## config.mk

```make
export PLATFORM = sky130hd
export DESIGN_NAME = pssm_steering
export DESIGN_NICKNAME = d
export VERILOG_FILES = /design/src/rtl/pssm_pkg.sv /design/src/rtl/pssm_pair_buffer.sv /design/src/rtl/pssm_steering.sv
export SDC_FILE = /design/constraint.sdc
export NUM_CORES = 1
export LEC_CHECK = 0
export ABC_AREA = 1
export BUFFER_PORTS_ARGS = -buffer_cell sky130_fd_sc_hd__buf_2
export CORE_MARGIN = 1.5
export CORE_UTILIZATION = 53
export DETAILED_ROUTE_END_ITERATION = 7
export HOLD_SLACK_MARGIN = 0.02
export PLACE_DENSITY_LB_ADDON = 0.12
export SYNTH_ARGS = -nofsm -noshare
export SYNTH_HDL_FRONTEND = slang
export SYNTH_HIERARCHICAL = 1
export SYNTH_SLANG_ARGS = --single-unit
```

## constraint.sdc

```tcl
create_clock -name ref_clk -period 2.8 [get_ports ref_clk]
set_input_delay 0.14 -clock ref_clk [delete_from_list [all_inputs] [get_ports ref_clk]]
set_output_delay 0.14 -clock ref_clk [all_outputs]
set_load 0.02 [all_outputs]
```

## src/rtl/pssm_pkg.sv

```systemverilog
// Constants, types and helpers shared by the strap and mode steering block
package pssm_pkg;

    localparam int PORTS   = 4;
    localparam int NIB_W   = 4;
    localparam int IDX_W   = 2;
    localparam int PORT_A  = 0;
    localparam int PORT_B  = 1;

    // Positions of the three strap pins within the pin vector
    localparam int STRAP_SHARED_POS = 1;
    localparam int STRAP_ENH_POS    = 2;
    localparam int STRAP_SPEED_POS  = 3;

    // Values held before the straps are latched
    localparam logic STRAP_SPEED_RESET  = 1'b1;
    localparam logic STRAP_ENH_RESET    = 1'b0;
    localparam logic STRAP_SHARED_RESET = 1'b0;

    // Strap settling time after reset release
    localparam int CLK_PERIOD_NS       = 100;
    localparam int STRAP_SETTLE_NS     = 400;
    localparam int STRAP_SETTLE_CYCLES = ((STRAP_SETTLE_NS + CLK_PERIOD_NS - 1) / CLK_PERIOD_NS) < 1
                                         ? 1
                                         : (STRAP_SETTLE_NS + CLK_PERIOD_NS - 1) / CLK_PERIOD_NS;
    localparam int SETTLE_W            = 3;
    localparam logic [SETTLE_W-1:0] SETTLE_LAST = SETTLE_W'(STRAP_SETTLE_CYCLES - 1);

    localparam logic [NIB_W-1:0] JAM_NIBBLE = 4'h5;

    localparam int BUF_DEPTH = 2;
    localparam int FILL_W    = 2;

    typedef enum logic {
        PH_SETTLE,
        PH_RUN
    } pssm_phase_type;

    // Lowest set bit: {found, index}
    function automatic logic [IDX_W:0] pssm_first_set(input logic [PORTS-1:0] v);
        logic [IDX_W:0] r;
        r = '0;
        for (int i = PORTS - 1; i >= 0; i--) begin
            if (v[i]) begin
                r = {1'b1, IDX_W'(i)};
            end
        end
        return r;
    endfunction : pssm_first_set

    function automatic logic [NIB_W-1:0] pssm_nib(input logic [PORTS*NIB_W-1:0] v,
                                                  input logic [IDX_W-1:0]       idx);
        return v[idx*NIB_W +: NIB_W];
    endfunction : pssm_nib

endpackage : pssm_pkg

```

## src/rtl/pssm_pair_buffer.sv

```systemverilog
// Two-entry valid/ready buffer on the shared high-rate receive path
`timescale 1ns/1ps
module pssm_pair_buffer
    import pssm_pkg::*;
#(
    parameter int WIDTH = NIB_W,
    parameter int DEPTH = BUF_DEPTH
)(
    input  wire logic              ref_clk,
    input  wire logic              reset,
    input  wire logic              in_valid,
    input  wire logic [WIDTH-1:0]  in_data,
    output logic                   in_ready,
    output logic                   out_valid,
    output logic [WIDTH-1:0]       out_data,
    input  wire logic              out_ready,
    output logic [FILL_W-1:0]      fill
);

    typedef struct packed {
        logic [DEPTH-1:0][WIDTH-1:0] mem;
        logic [FILL_W-1:0]           fill;
        logic                        ready;
    } pssm_buf_state_type;

    pssm_buf_state_type s_reg;
    pssm_buf_state_type s_next;

    always_comb begin
        logic              push;
        logic              pop;
        logic [FILL_W-1:0] wr_idx;
        s_next = s_reg;
        push   = in_valid & s_reg.ready;
        pop    = out_ready & (s_reg.fill != '0);
        if (pop) begin
            for (int i = 0; i < DEPTH - 1; i++) begin
                s_next.mem[i] = s_reg.mem[i+1];
            end
        end
        wr_idx = s_reg.fill - FILL_W'(pop);
        if (push) begin
            s_next.mem[wr_idx] = in_data;
        end
        s_next.fill  = s_reg.fill + FILL_W'(push) - FILL_W'(pop);
        s_next.ready = s_next.fill < FILL_W'(DEPTH);
    end

    always_ff @(posedge ref_clk or posedge reset) begin
        if (reset) begin
            s_reg       <= '0;
            s_reg.ready <= 1'b1;
        end else begin
            s_reg <= s_next;
        end
    end

    assign in_ready  = s_reg.ready;
    assign out_valid = s_reg.fill != '0;
    assign out_data  = s_reg.mem[0];
    assign fill      = s_reg.fill;

endmodule : pssm_pair_buffer

```

## src/rtl/pssm_steering.sv

```systemverilog
// Strap sampling, rate indicators and mode steering for the four-port transceiver
`timescale 1ns/1ps
module pssm_steering
    import pssm_pkg::*;
(
    input  wire logic                     ref_clk,
    input  wire logic                     reset,
    input  wire logic [3:1]               rate_indicator_pin,
    output logic [PORTS-1:0]              rate_indicator,
    output logic [PORTS-1:0]              rate_indicator_oe,
    input  wire logic                     autoneg_enable,
    input  wire logic                     reg_speed_select,
    input  wire logic [PORTS-1:0]         an_resolved_100,
    input  wire logic [PORTS-1:0]         low_rate_transmit_gate,
    input  wire logic [PORTS-1:0]         high_rate_transmit_gate,
    input  wire logic [PORTS*NIB_W-1:0]   mii_tx_data,
    output logic [PORTS*NIB_W-1:0]        line_tx_data,
    output logic [PORTS-1:0]              line_tx_en,
    output logic [PORTS-1:0]              line_tx_jam,
    input  wire logic [PORTS-1:0]         core_crs,
    input  wire logic [PORTS-1:0]         core_col,
    output logic [PORTS-1:0]              high_rate_carrier_sense,
    output logic [PORTS-1:0]              high_rate_collision,
    output logic [PORTS-1:0]              low_rate_carrier_sense,
    output logic [PORTS-1:0]              low_rate_collision,
    input  wire logic [PORTS*NIB_W-1:0]   core_rx_data,
    input  wire logic [PORTS-1:0]         core_rx_valid,
    output logic [PORTS-1:0]              core_rx_ready,
    output logic [PORTS*NIB_W-1:0]        mii_rx_data,
    output logic [PORTS-1:0]              mii_rx_dv,
    output logic                          high_rate_receive_gate,
    output logic                          low_rate_receive_gate,
    input  wire logic                     shared_rx_ready,
    output logic                          enhanced_mode,
    output logic                          shared_bus_mode,
    output logic                          strap_speed_100
);

    typedef struct packed {
        logic [3:1]               sync1;
        logic [3:1]               sync2;
        pssm_phase_type           phase;
        logic [SETTLE_W-1:0]      settle_cnt;
        logic                     strap_speed;
        logic                     strap_enh;
        logic                     strap_shared;
        logic [PORTS-1:0]         ind;
        logic [PORTS-1:0]         ind_oe;
        logic [PORTS*NIB_W-1:0]   tx_data;
        logic [PORTS-1:0]         tx_en;
        logic [PORTS-1:0]         tx_jam;
        logic [PORTS-1:0]         hr_crs;
        logic [PORTS-1:0]         hr_col;
        logic [PORTS-1:0]         lr_crs;
        logic [PORTS-1:0]         lr_col;
        logic [PORTS*NIB_W-1:0]   rx_data;
        logic [PORTS-1:0]         rx_dv;
        logic [PORTS-1:0]         rx_ready;
        logic                     hr_busy;
        logic [IDX_W-1:0]         hr_grant;
        logic                     lr_busy;
        logic [IDX_W-1:0]         lr_grant;
        logic                     hr_gate;
        logic                     lr_gate;
    } pssm_state_type;

    pssm_state_type s_reg;
    pssm_state_type s_next;

    logic [PORTS-1:0]  port_100;
    logic [PORTS-1:0]  security;
    logic              hr_push;
    logic              hr_pop;
    logic              buf_in_ready;
    logic              buf_out_valid;
    logic [NIB_W-1:0]  buf_out_data;
    logic [FILL_W-1:0] buf_fill;

    // Autonegotiation overrides the strap; otherwise strap AND register bit
    assign port_100 = autoneg_enable ? an_resolved_100
                    : {PORTS{s_reg.strap_speed & reg_speed_select}};
    // Security only exists in enhanced mode
    assign security = low_rate_transmit_gate & {PORTS{s_reg.strap_enh}};

    // Push only when the core saw ready, so both ends agree on the transfer
    assign hr_push = s_reg.strap_shared & s_reg.hr_busy
                   & core_rx_valid[s_reg.hr_grant]
                   & s_reg.rx_ready[s_reg.hr_grant] & buf_in_ready;
    assign hr_pop  = s_reg.strap_shared & buf_out_valid & shared_rx_ready;

    pssm_pair_buffer #(
        .WIDTH (NIB_W),
        .DEPTH (BUF_DEPTH)
    ) u_hr_buffer (
        .ref_clk   (ref_clk),
        .reset     (reset),
        .in_valid  (hr_push),
        .in_data   (pssm_nib(core_rx_data, s_reg.hr_grant)),
        .in_ready  (buf_in_ready),
        .out_valid (buf_out_valid),
        .out_data  (buf_out_data),
        .out_ready (shared_rx_ready & s_reg.strap_shared),
        .fill      (buf_fill)
    );

    always_comb begin
        logic [IDX_W:0]    hr_pick;
        logic [IDX_W:0]    lr_pick;
        logic [FILL_W-1:0] fill_next;
        logic              lr_take;
        s_next  = s_reg;
        hr_pick = pssm_first_set(core_rx_valid & port_100);
        lr_pick = pssm_first_set(core_rx_valid & ~port_100);

        // Strap capture; the pins stay undriven until the values are held
        s_next.sync1 = rate_indicator_pin;
        s_next.sync2 = s_reg.sync1;
        case (s_reg.phase)
            PH_SETTLE: begin
                if (s_reg.settle_cnt == SETTLE_LAST) begin
                    s_next.strap_speed  = s_reg.sync2[STRAP_SPEED_POS];
                    s_next.strap_enh    = s_reg.sync2[STRAP_ENH_POS];
                    s_next.strap_shared = s_reg.sync2[STRAP_SHARED_POS];
                    s_next.phase        = PH_RUN;
                    s_next.ind_oe       = '1;
                end else begin
                    s_next.settle_cnt = s_reg.settle_cnt + SETTLE_W'(1);
                end
            end
            PH_RUN: begin
                s_next.ind_oe = '1;
            end
            default: begin
                s_next.phase = PH_SETTLE;
            end
        endcase

        s_next.ind = port_100;

        // Transmit steering
        for (int p = 0; p < PORTS; p++) begin
            if (s_reg.strap_shared) begin
                s_next.tx_data[p*NIB_W +: NIB_W] = port_100[p]
                    ? mii_tx_data[PORT_A*NIB_W +: NIB_W]
                    : mii_tx_data[PORT_B*NIB_W +: NIB_W];
            end else begin
                s_next.tx_data[p*NIB_W +: NIB_W] = mii_tx_data[p*NIB_W +: NIB_W];
            end
            s_next.tx_en[p] = port_100[p] ? high_rate_transmit_gate[p]
                            : (low_rate_transmit_gate[p] & ~s_reg.strap_enh);
            s_next.tx_jam[p] = security[p];
            if (security[p]) begin
                s_next.tx_data[p*NIB_W +: NIB_W] = JAM_NIBBLE;
                s_next.tx_en[p]                  = 1'b1;
            end
        end

        // Carrier and collision; enhanced merges both rates on the high-rate pins
        if (s_reg.strap_enh) begin
            s_next.hr_crs = core_crs;
            s_next.hr_col = core_col;
        end else begin
            s_next.hr_crs = core_crs & port_100;
            s_next.hr_col = core_col & port_100;
        end
        s_next.lr_crs = core_crs & ~port_100;
        s_next.lr_col = core_col & ~port_100;

        // Receive steering
        fill_next = buf_fill + FILL_W'(hr_push) - FILL_W'(hr_pop);
        lr_take   = s_reg.lr_busy & core_rx_valid[s_reg.lr_grant]
                  & s_reg.rx_ready[s_reg.lr_grant];
        if (!s_reg.strap_shared) begin
            s_next.rx_data  = core_rx_data;
            s_next.rx_dv    = core_rx_valid;
            s_next.rx_ready = '1;
            s_next.hr_busy  = 1'b0;
            s_next.lr_busy  = 1'b0;
            s_next.hr_gate  = 1'b0;
            s_next.lr_gate  = 1'b0;
        end else begin
            // A grant holds for the whole frame so streams never interleave
            if (s_reg.hr_busy && !core_rx_valid[s_reg.hr_grant]) begin
                s_next.hr_busy = 1'b0;
            end else if (!s_reg.hr_busy && hr_pick[IDX_W]) begin
                s_next.hr_busy  = 1'b1;
                s_next.hr_grant = hr_pick[IDX_W-1:0];
            end
            if (s_reg.lr_busy && !core_rx_valid[s_reg.lr_grant]) begin
                s_next.lr_busy = 1'b0;
            end else if (!s_reg.lr_busy && lr_pick[IDX_W]) begin
                s_next.lr_busy  = 1'b1;
                s_next.lr_grant = lr_pick[IDX_W-1:0];
            end
            // The serial path has no back-pressure; the high-rate path stalls on the buffer
            for (int p = 0; p < PORTS; p++) begin
                s_next.rx_ready[p] =
                    (s_next.hr_busy && s_next.hr_grant == IDX_W'(p)
                     && fill_next < FILL_W'(BUF_DEPTH))
                    || (s_next.lr_busy && s_next.lr_grant == IDX_W'(p));
            end
            s_next.rx_data = '0;
            s_next.rx_dv   = '0;
            s_next.rx_data[PORT_A*NIB_W +: NIB_W] = buf_out_data;
            s_next.rx_dv[PORT_A]                  = hr_pop;
            s_next.rx_data[PORT_B*NIB_W +: NIB_W] =
                pssm_nib(core_rx_data, s_reg.lr_grant);
            s_next.rx_dv[PORT_B]                  = lr_take;
            s_next.hr_gate                        = hr_pop;
            s_next.lr_gate                        = lr_take;
        end
    end

    always_ff @(posedge ref_clk or posedge reset) begin
        if (reset) begin
            s_reg              <= '0;
            s_reg.phase        <= PH_SETTLE;
            s_reg.strap_speed  <= STRAP_SPEED_RESET;
            s_reg.strap_enh    <= STRAP_ENH_RESET;
            s_reg.strap_shared <= STRAP_SHARED_RESET;
        end else begin
            s_reg <= s_next;
        end
    end

    assign rate_indicator          = s_reg.ind;
    assign rate_indicator_oe       = s_reg.ind_oe;
    assign line_tx_data            = s_reg.tx_data;
    assign line_tx_en              = s_reg.tx_en;
    assign line_tx_jam             = s_reg.tx_jam;
    assign high_rate_carrier_sense = s_reg.hr_crs;
    assign high_rate_collision     = s_reg.hr_col;
    assign low_rate_carrier_sense  = s_reg.lr_crs;
    assign low_rate_collision      = s_reg.lr_col;
    assign core_rx_ready           = s_reg.rx_ready;
    assign mii_rx_data             = s_reg.rx_data;
    assign mii_rx_dv               = s_reg.rx_dv;
    assign high_rate_receive_gate  = s_reg.hr_gate;
    assign low_rate_receive_gate   = s_reg.lr_gate;
    assign enhanced_mode           = s_reg.strap_enh;
    assign shared_bus_mode         = s_reg.strap_shared;
    assign strap_speed_100         = s_reg.strap_speed;

    // Checks
    AST_IND_FOLLOWS_SPEED: assert property (@(posedge ref_clk) disable iff (reset)
        1'b1 |=> rate_indicator == $past(port_100))
        else $error("rate indicator does not follow port speed");

    AST_SPEED_AND: assert property (@(posedge ref_clk) disable iff (reset)
        !autoneg_enable |=> rate_indicator == {PORTS{$past(s_reg.strap_speed
                                                  & reg_speed_select)}})
        else $error("effective speed is not strap AND register bit");

    AST_AN_OVERRIDE: assert property (@(posedge ref_clk) disable iff (reset)
        autoneg_enable |=> rate_indicator == $past(an_resolved_100))
        else $error("speed strap affected autonegotiated speed");

    AST_STRAP_HELD: assert property (@(posedge ref_clk) disable iff (reset)
        s_reg.phase == PH_RUN |=> $stable({s_reg.strap_speed, s_reg.strap_enh,
                                           s_reg.strap_shared}) && rate_indicator_oe == '1)
        else $error("strap changed or pin released after latch");

    AST_SETTLE_LENGTH: assert property (@(posedge ref_clk) disable iff (reset)
        $rose(s_reg.phase == PH_RUN) |-> $past(s_reg.settle_cnt) == SETTLE_LAST
                                         && strap_speed_100 == $past(s_reg.sync2[3], 1))
        else $error("strap latched at wrong time or value");

    AST_NO_DRIVE_SETTLE: assert property (@(posedge ref_clk) disable iff (reset)
        s_reg.phase == PH_SETTLE |-> rate_indicator_oe == '0)
        else $error("indicator driven while strap is sampled");

    AST_JAM: assert property (@(posedge ref_clk) disable iff (reset)
        enhanced_mode && low_rate_transmit_gate[0] |=>
            line_tx_jam[0] && line_tx_en[0] && line_tx_data[NIB_W-1:0] == JAM_NIBBLE)
        else $error("security did not force jam");

    AST_MERGED_CRS: assert property (@(posedge ref_clk) disable iff (reset)
        enhanced_mode ##1 enhanced_mode |-> high_rate_carrier_sense == $past(core_crs)
                                          && high_rate_collision == $past(core_col))
        else $error("carrier or collision not merged in enhanced mode");

    AST_SHARED_A: assert property (@(posedge ref_clk) disable iff (reset)
        hr_pop |=> mii_rx_dv[PORT_A] && high_rate_receive_gate
                   && mii_rx_data[NIB_W-1:0] == $past(buf_out_data))
        else $error("shared high-rate word not presented on port A");

    AST_SHARED_B: assert property (@(posedge ref_clk) disable iff (reset)
        shared_bus_mode |=> mii_rx_dv[3:2] == 2'h0)
        else $error("shared mode left data on ports C or D");

    AST_SHARED_OFF: assert property (@(posedge ref_clk) disable iff (reset)
        !shared_bus_mode |-> !high_rate_receive_gate && !low_rate_receive_gate)
        else $error("receive gates active outside shared mode");

    COV_JAM:       cover property (@(posedge ref_clk) disable iff (reset) |line_tx_jam);
    COV_SHARED_A:  cover property (@(posedge ref_clk) disable iff (reset)
        hr_push ##1 hr_push ##1 !hr_pop);
    COV_SHARED_B:  cover property (@(posedge ref_clk) disable iff (reset) low_rate_receive_gate);
    COV_STRAP_10:  cover property (@(posedge ref_clk) disable iff (reset)
        $rose(s_reg.phase == PH_RUN) && !strap_speed_100);

endmodule : pssm_steering

```

==> qor.txt <==
fraction of layout instances using a drive strength above 1 = 28.67%
post-cts gate resize count = 0
Horiz. Die Dim = 101.6 um
crit path max fanout = 17
number of global-route vias before repair = 3,881
non-filler cells, final = 837
data required time at the worst endpoint = 3.10 ns
Setup TNS = 0 ns
Final Max Tran Viols = 0
number of H-tree levels = 3
net count after synthesis = 674
most used cell, CP = sky130_fd_sc_hd__nand2_1
number of setup buffers added after CTS = 0
data arrival time at the worst-slack endpoint = 2.44 ns
final hold vios = 0
clock transition at the register clock pins on the worst setup and hold paths after CTS = 0.10 ns
kind of launch point of the worst setup path = flop
slew at the pin closest to its max-slew limit = 0.7241 ns
top-level I/O count = 141
gpl congestion = 0.8950
clk_skew = 0.007305 ns
post-synthesis to final-layout area growth = 15.31%
dominant combinational cell family by area after synthesis = buffers and inverters
global-route wire length before repair = 17.75 mm
antenna violations before repair = 0
post-synthesis cell area = 5156 sq um
timing-limited maximum frequency = 467.8 MHz
sum of buffers and inverters on the critical path = 5
total via count in the routed design = 4,046
drt total wl = 11.19 mm
area used by multi-input combinational logic = 1629 sq um
placed cell count = 787
normalized max-slew margin = 51.67%
post-layout utilization of the core = 63.74%
critical-path cell list = inv_4 -> nand2_1 -> nand3_1 -> nand2_1 -> nor3_1 -> nand2_1 -> inv_2 -> nand2_1 -> nand2_1 -> ha_1 -> inv_1 -> nand2_1 -> nand2_1 -> inv_1 -> nand2_1 -> nand2_1 -> inv_1
Initial Utilization = 55.28%
worst voltage drop across the vdd grid = 308.9 uV
number of storage elements in the synthesis netlist = 101
finished layout cell area = 5946 sq um
delay-heaviest family, CP = simple AND/OR/NAND/NOR gates
Core Footprint = 9328 sq um
category of the most critical setup path = reg2reg
most used cells in the layout excluding fill and tap cells = 140 x sky130_fd_sc_hd__buf_2, 115 x sky130_fd_sc_hd__nand2_1, 99 x sky130_fd_sc_hd__dfrtp_1, 83 x sky130_fd_sc_hd__inv_1, 46 x sky130_fd_sc_hd__o21ai_0
result of the run = finished, final reports clean
synthesized netlist cell count = 606
worst-path cell with the longest stage delay = sky130_fd_sc_hd__dfrtp_1
Crit path largest cell delay = 0.51 ns
quantity of I/O buffers inserted on ports = 140
leftover overflow at the end of global routing = 0
flip-flop and latch area = 2530 sq um
DRT antenna net count = 0
crit path capture type = flop
hold buffer count at cts = 33
setup repair after global routing missed its margin = no
first-pass iteration count of the detailed router = 5
CTS tree = yes
portion of netlist area occupied by mux cells = 0.4368%
number of inserted filler cells in the final layout = 834
number of sinks driven by the clock tree = 101
cts bufs inserted = 9
power density over cell area = 637.1 nW/um^2
Adder-Cell Fraction of Synth Area = 0.9706%
nets = 771
buffer levels on the longest clock path = 2
drt drc = 0
wire length per cell after detailed routing = 13.37 um
area of placed instances = 5414 sq um
final setup violating endpoints = 0
maximum number of pins on one net before global-route repair = 51
share of the clock period used by the worst path after layout = 76.35%
violation count after the first detailed-routing iteration = 293
placed wire-length estimate = 8.274 mm
vias per inst = 4.834
std cell rows = 35
type of the most critical hold path = in2reg
simple-gate area share of the yosys netlist = 19.05%
xor and xnor area share after synthesis = 0.3397%
cell chosen for the clock root = sky130_fd_sc_hd__clkbuf_8
most common cell after layout, fill and taps aside = sky130_fd_sc_hd__buf_2
worst skew pair latency = 0.36 ns
# Max-Cap Violations = 0
antenna diode count = 0
Global Route Usage Sum = 22.33%
leakage dissipation = 3.264 nW
Cell variety after synth = 34
Yosys warning total = 6
Post-Syn Area per Cell = 8.509 sq um
Seq/Total Area, Yosys = 49.07%
PnR worst setup slack = 0.6623 ns
Tmin final = 2.138 ns
Synth Area in Compound Gates = 10.80%
die outline height = 101.6 um
area enclosed by the die boundary = 10,330 sq um
Setup WS pre-CTS = 0.7205 ns
[stage by stage]
step	power, mW	hold WS, ns
global placement	2.854	0.1684
global route	4.023	0.02632
CTS	3.801	0.02194
floorplan	2.755	-0.008277
detailed placement	2.880	0.1762
finish	3.788	0.03547
[cell families after synthesis]
| kind of cell | after synthesis |
|---|---|
| adders and majority gates | 4 |
| and+or+nand+nor | 208 |
| DFF | 101 |
| AOI/OAI and AO/OA | 104 |
| muxes | 2 |
| xor gates and xnor gates | 2 |
| buffers and inverters | 185 |
[worst paths after layout]
path                                       from                               end  slack [ns]  cells past startpoint
setup reg to reg           s_reg[5]$_DFFE_PP0P_    u_hr_buffer/in_ready$_DFF_PP1_        0.66                     17
hold / removal                 core_rx_data[10]         mii_rx_data[10]$_DFF_PP0_        0.04                      3
min in group asynchronous                 reset  u_hr_buffer/s_reg[9]$_DFFE_PP0P_        0.32                      3
hold reg to reg            s_next[88]$_DFF_PP0_               s_reg[88]$_DFF_PP0_        0.36                      0
setup / recovery           s_reg[5]$_DFFE_PP0P_    u_hr_buffer/in_ready$_DFF_PP1_        0.66                     17
max in group asynchronous                 reset       strap_speed_100$_DFFE_PP1P_        1.64                      4
[cell type report]
| type | count | share of cell area, % |
|---|---|---|
| inverter | 94 | 6.019 |
| clock inverter | 6 | 0.9049 |
| timing repair buffer | 177 | 18.10 |
| tap | 129 | 2.715 |
| clock buffer | 10 | 2.315 |
| sequential | 101 | 42.55 |
| multi-input combinational | 320 | 27.40 |
[metal layers]
metal	share of wire, %	GRT usage (%)	vias to the layer above	routed length (um)
met5	0	0	-	0
met4	2.9	10.90	0	330
met3	5.1	3.589	28	573
met2	51	39.18	126	5650
met1	41	26.67	1887	4633
li1	-	-	2005	-
[Yosys cell counts, drive strengths merged]
cell type,n,area (sq um)
ha,4,50.05
mux2,2,22.52
a21oi,38,193.9
o211ai,11,82.58
clkbuf,7,26.28
nand2,135,611.8
o22ai,1,6.260
or2,1,6.260
dfstp,2,52.55
xor2,1,8.760
dfrtp,99,2477
inv,92,347.8
o21ai,54,274.0
nor3,1,5.000
nand3,34,192.7
clkinv,2,8.750
xnor2,1,8.760
nand4,3,18.77
buf,84,614.3
nor2,34,147.6
[worst min-delay path, cell delays in order]
cell                     delay [ns]
sky130_fd_sc_hd__buf_2         0.11
sky130_fd_sc_hd__inv_1         0.08
sky130_fd_sc_hd__nor2_1        0.04
[power by group]
part | internal (mW) | leakage (nW) | switching, mW
registers | 1.66 | 1.22 | 0.121
logic | 0.386 | 1.94 | 0.727
clock network | 0.365 | 0.101 | 0.530
(Power assumes the default switching activity.)
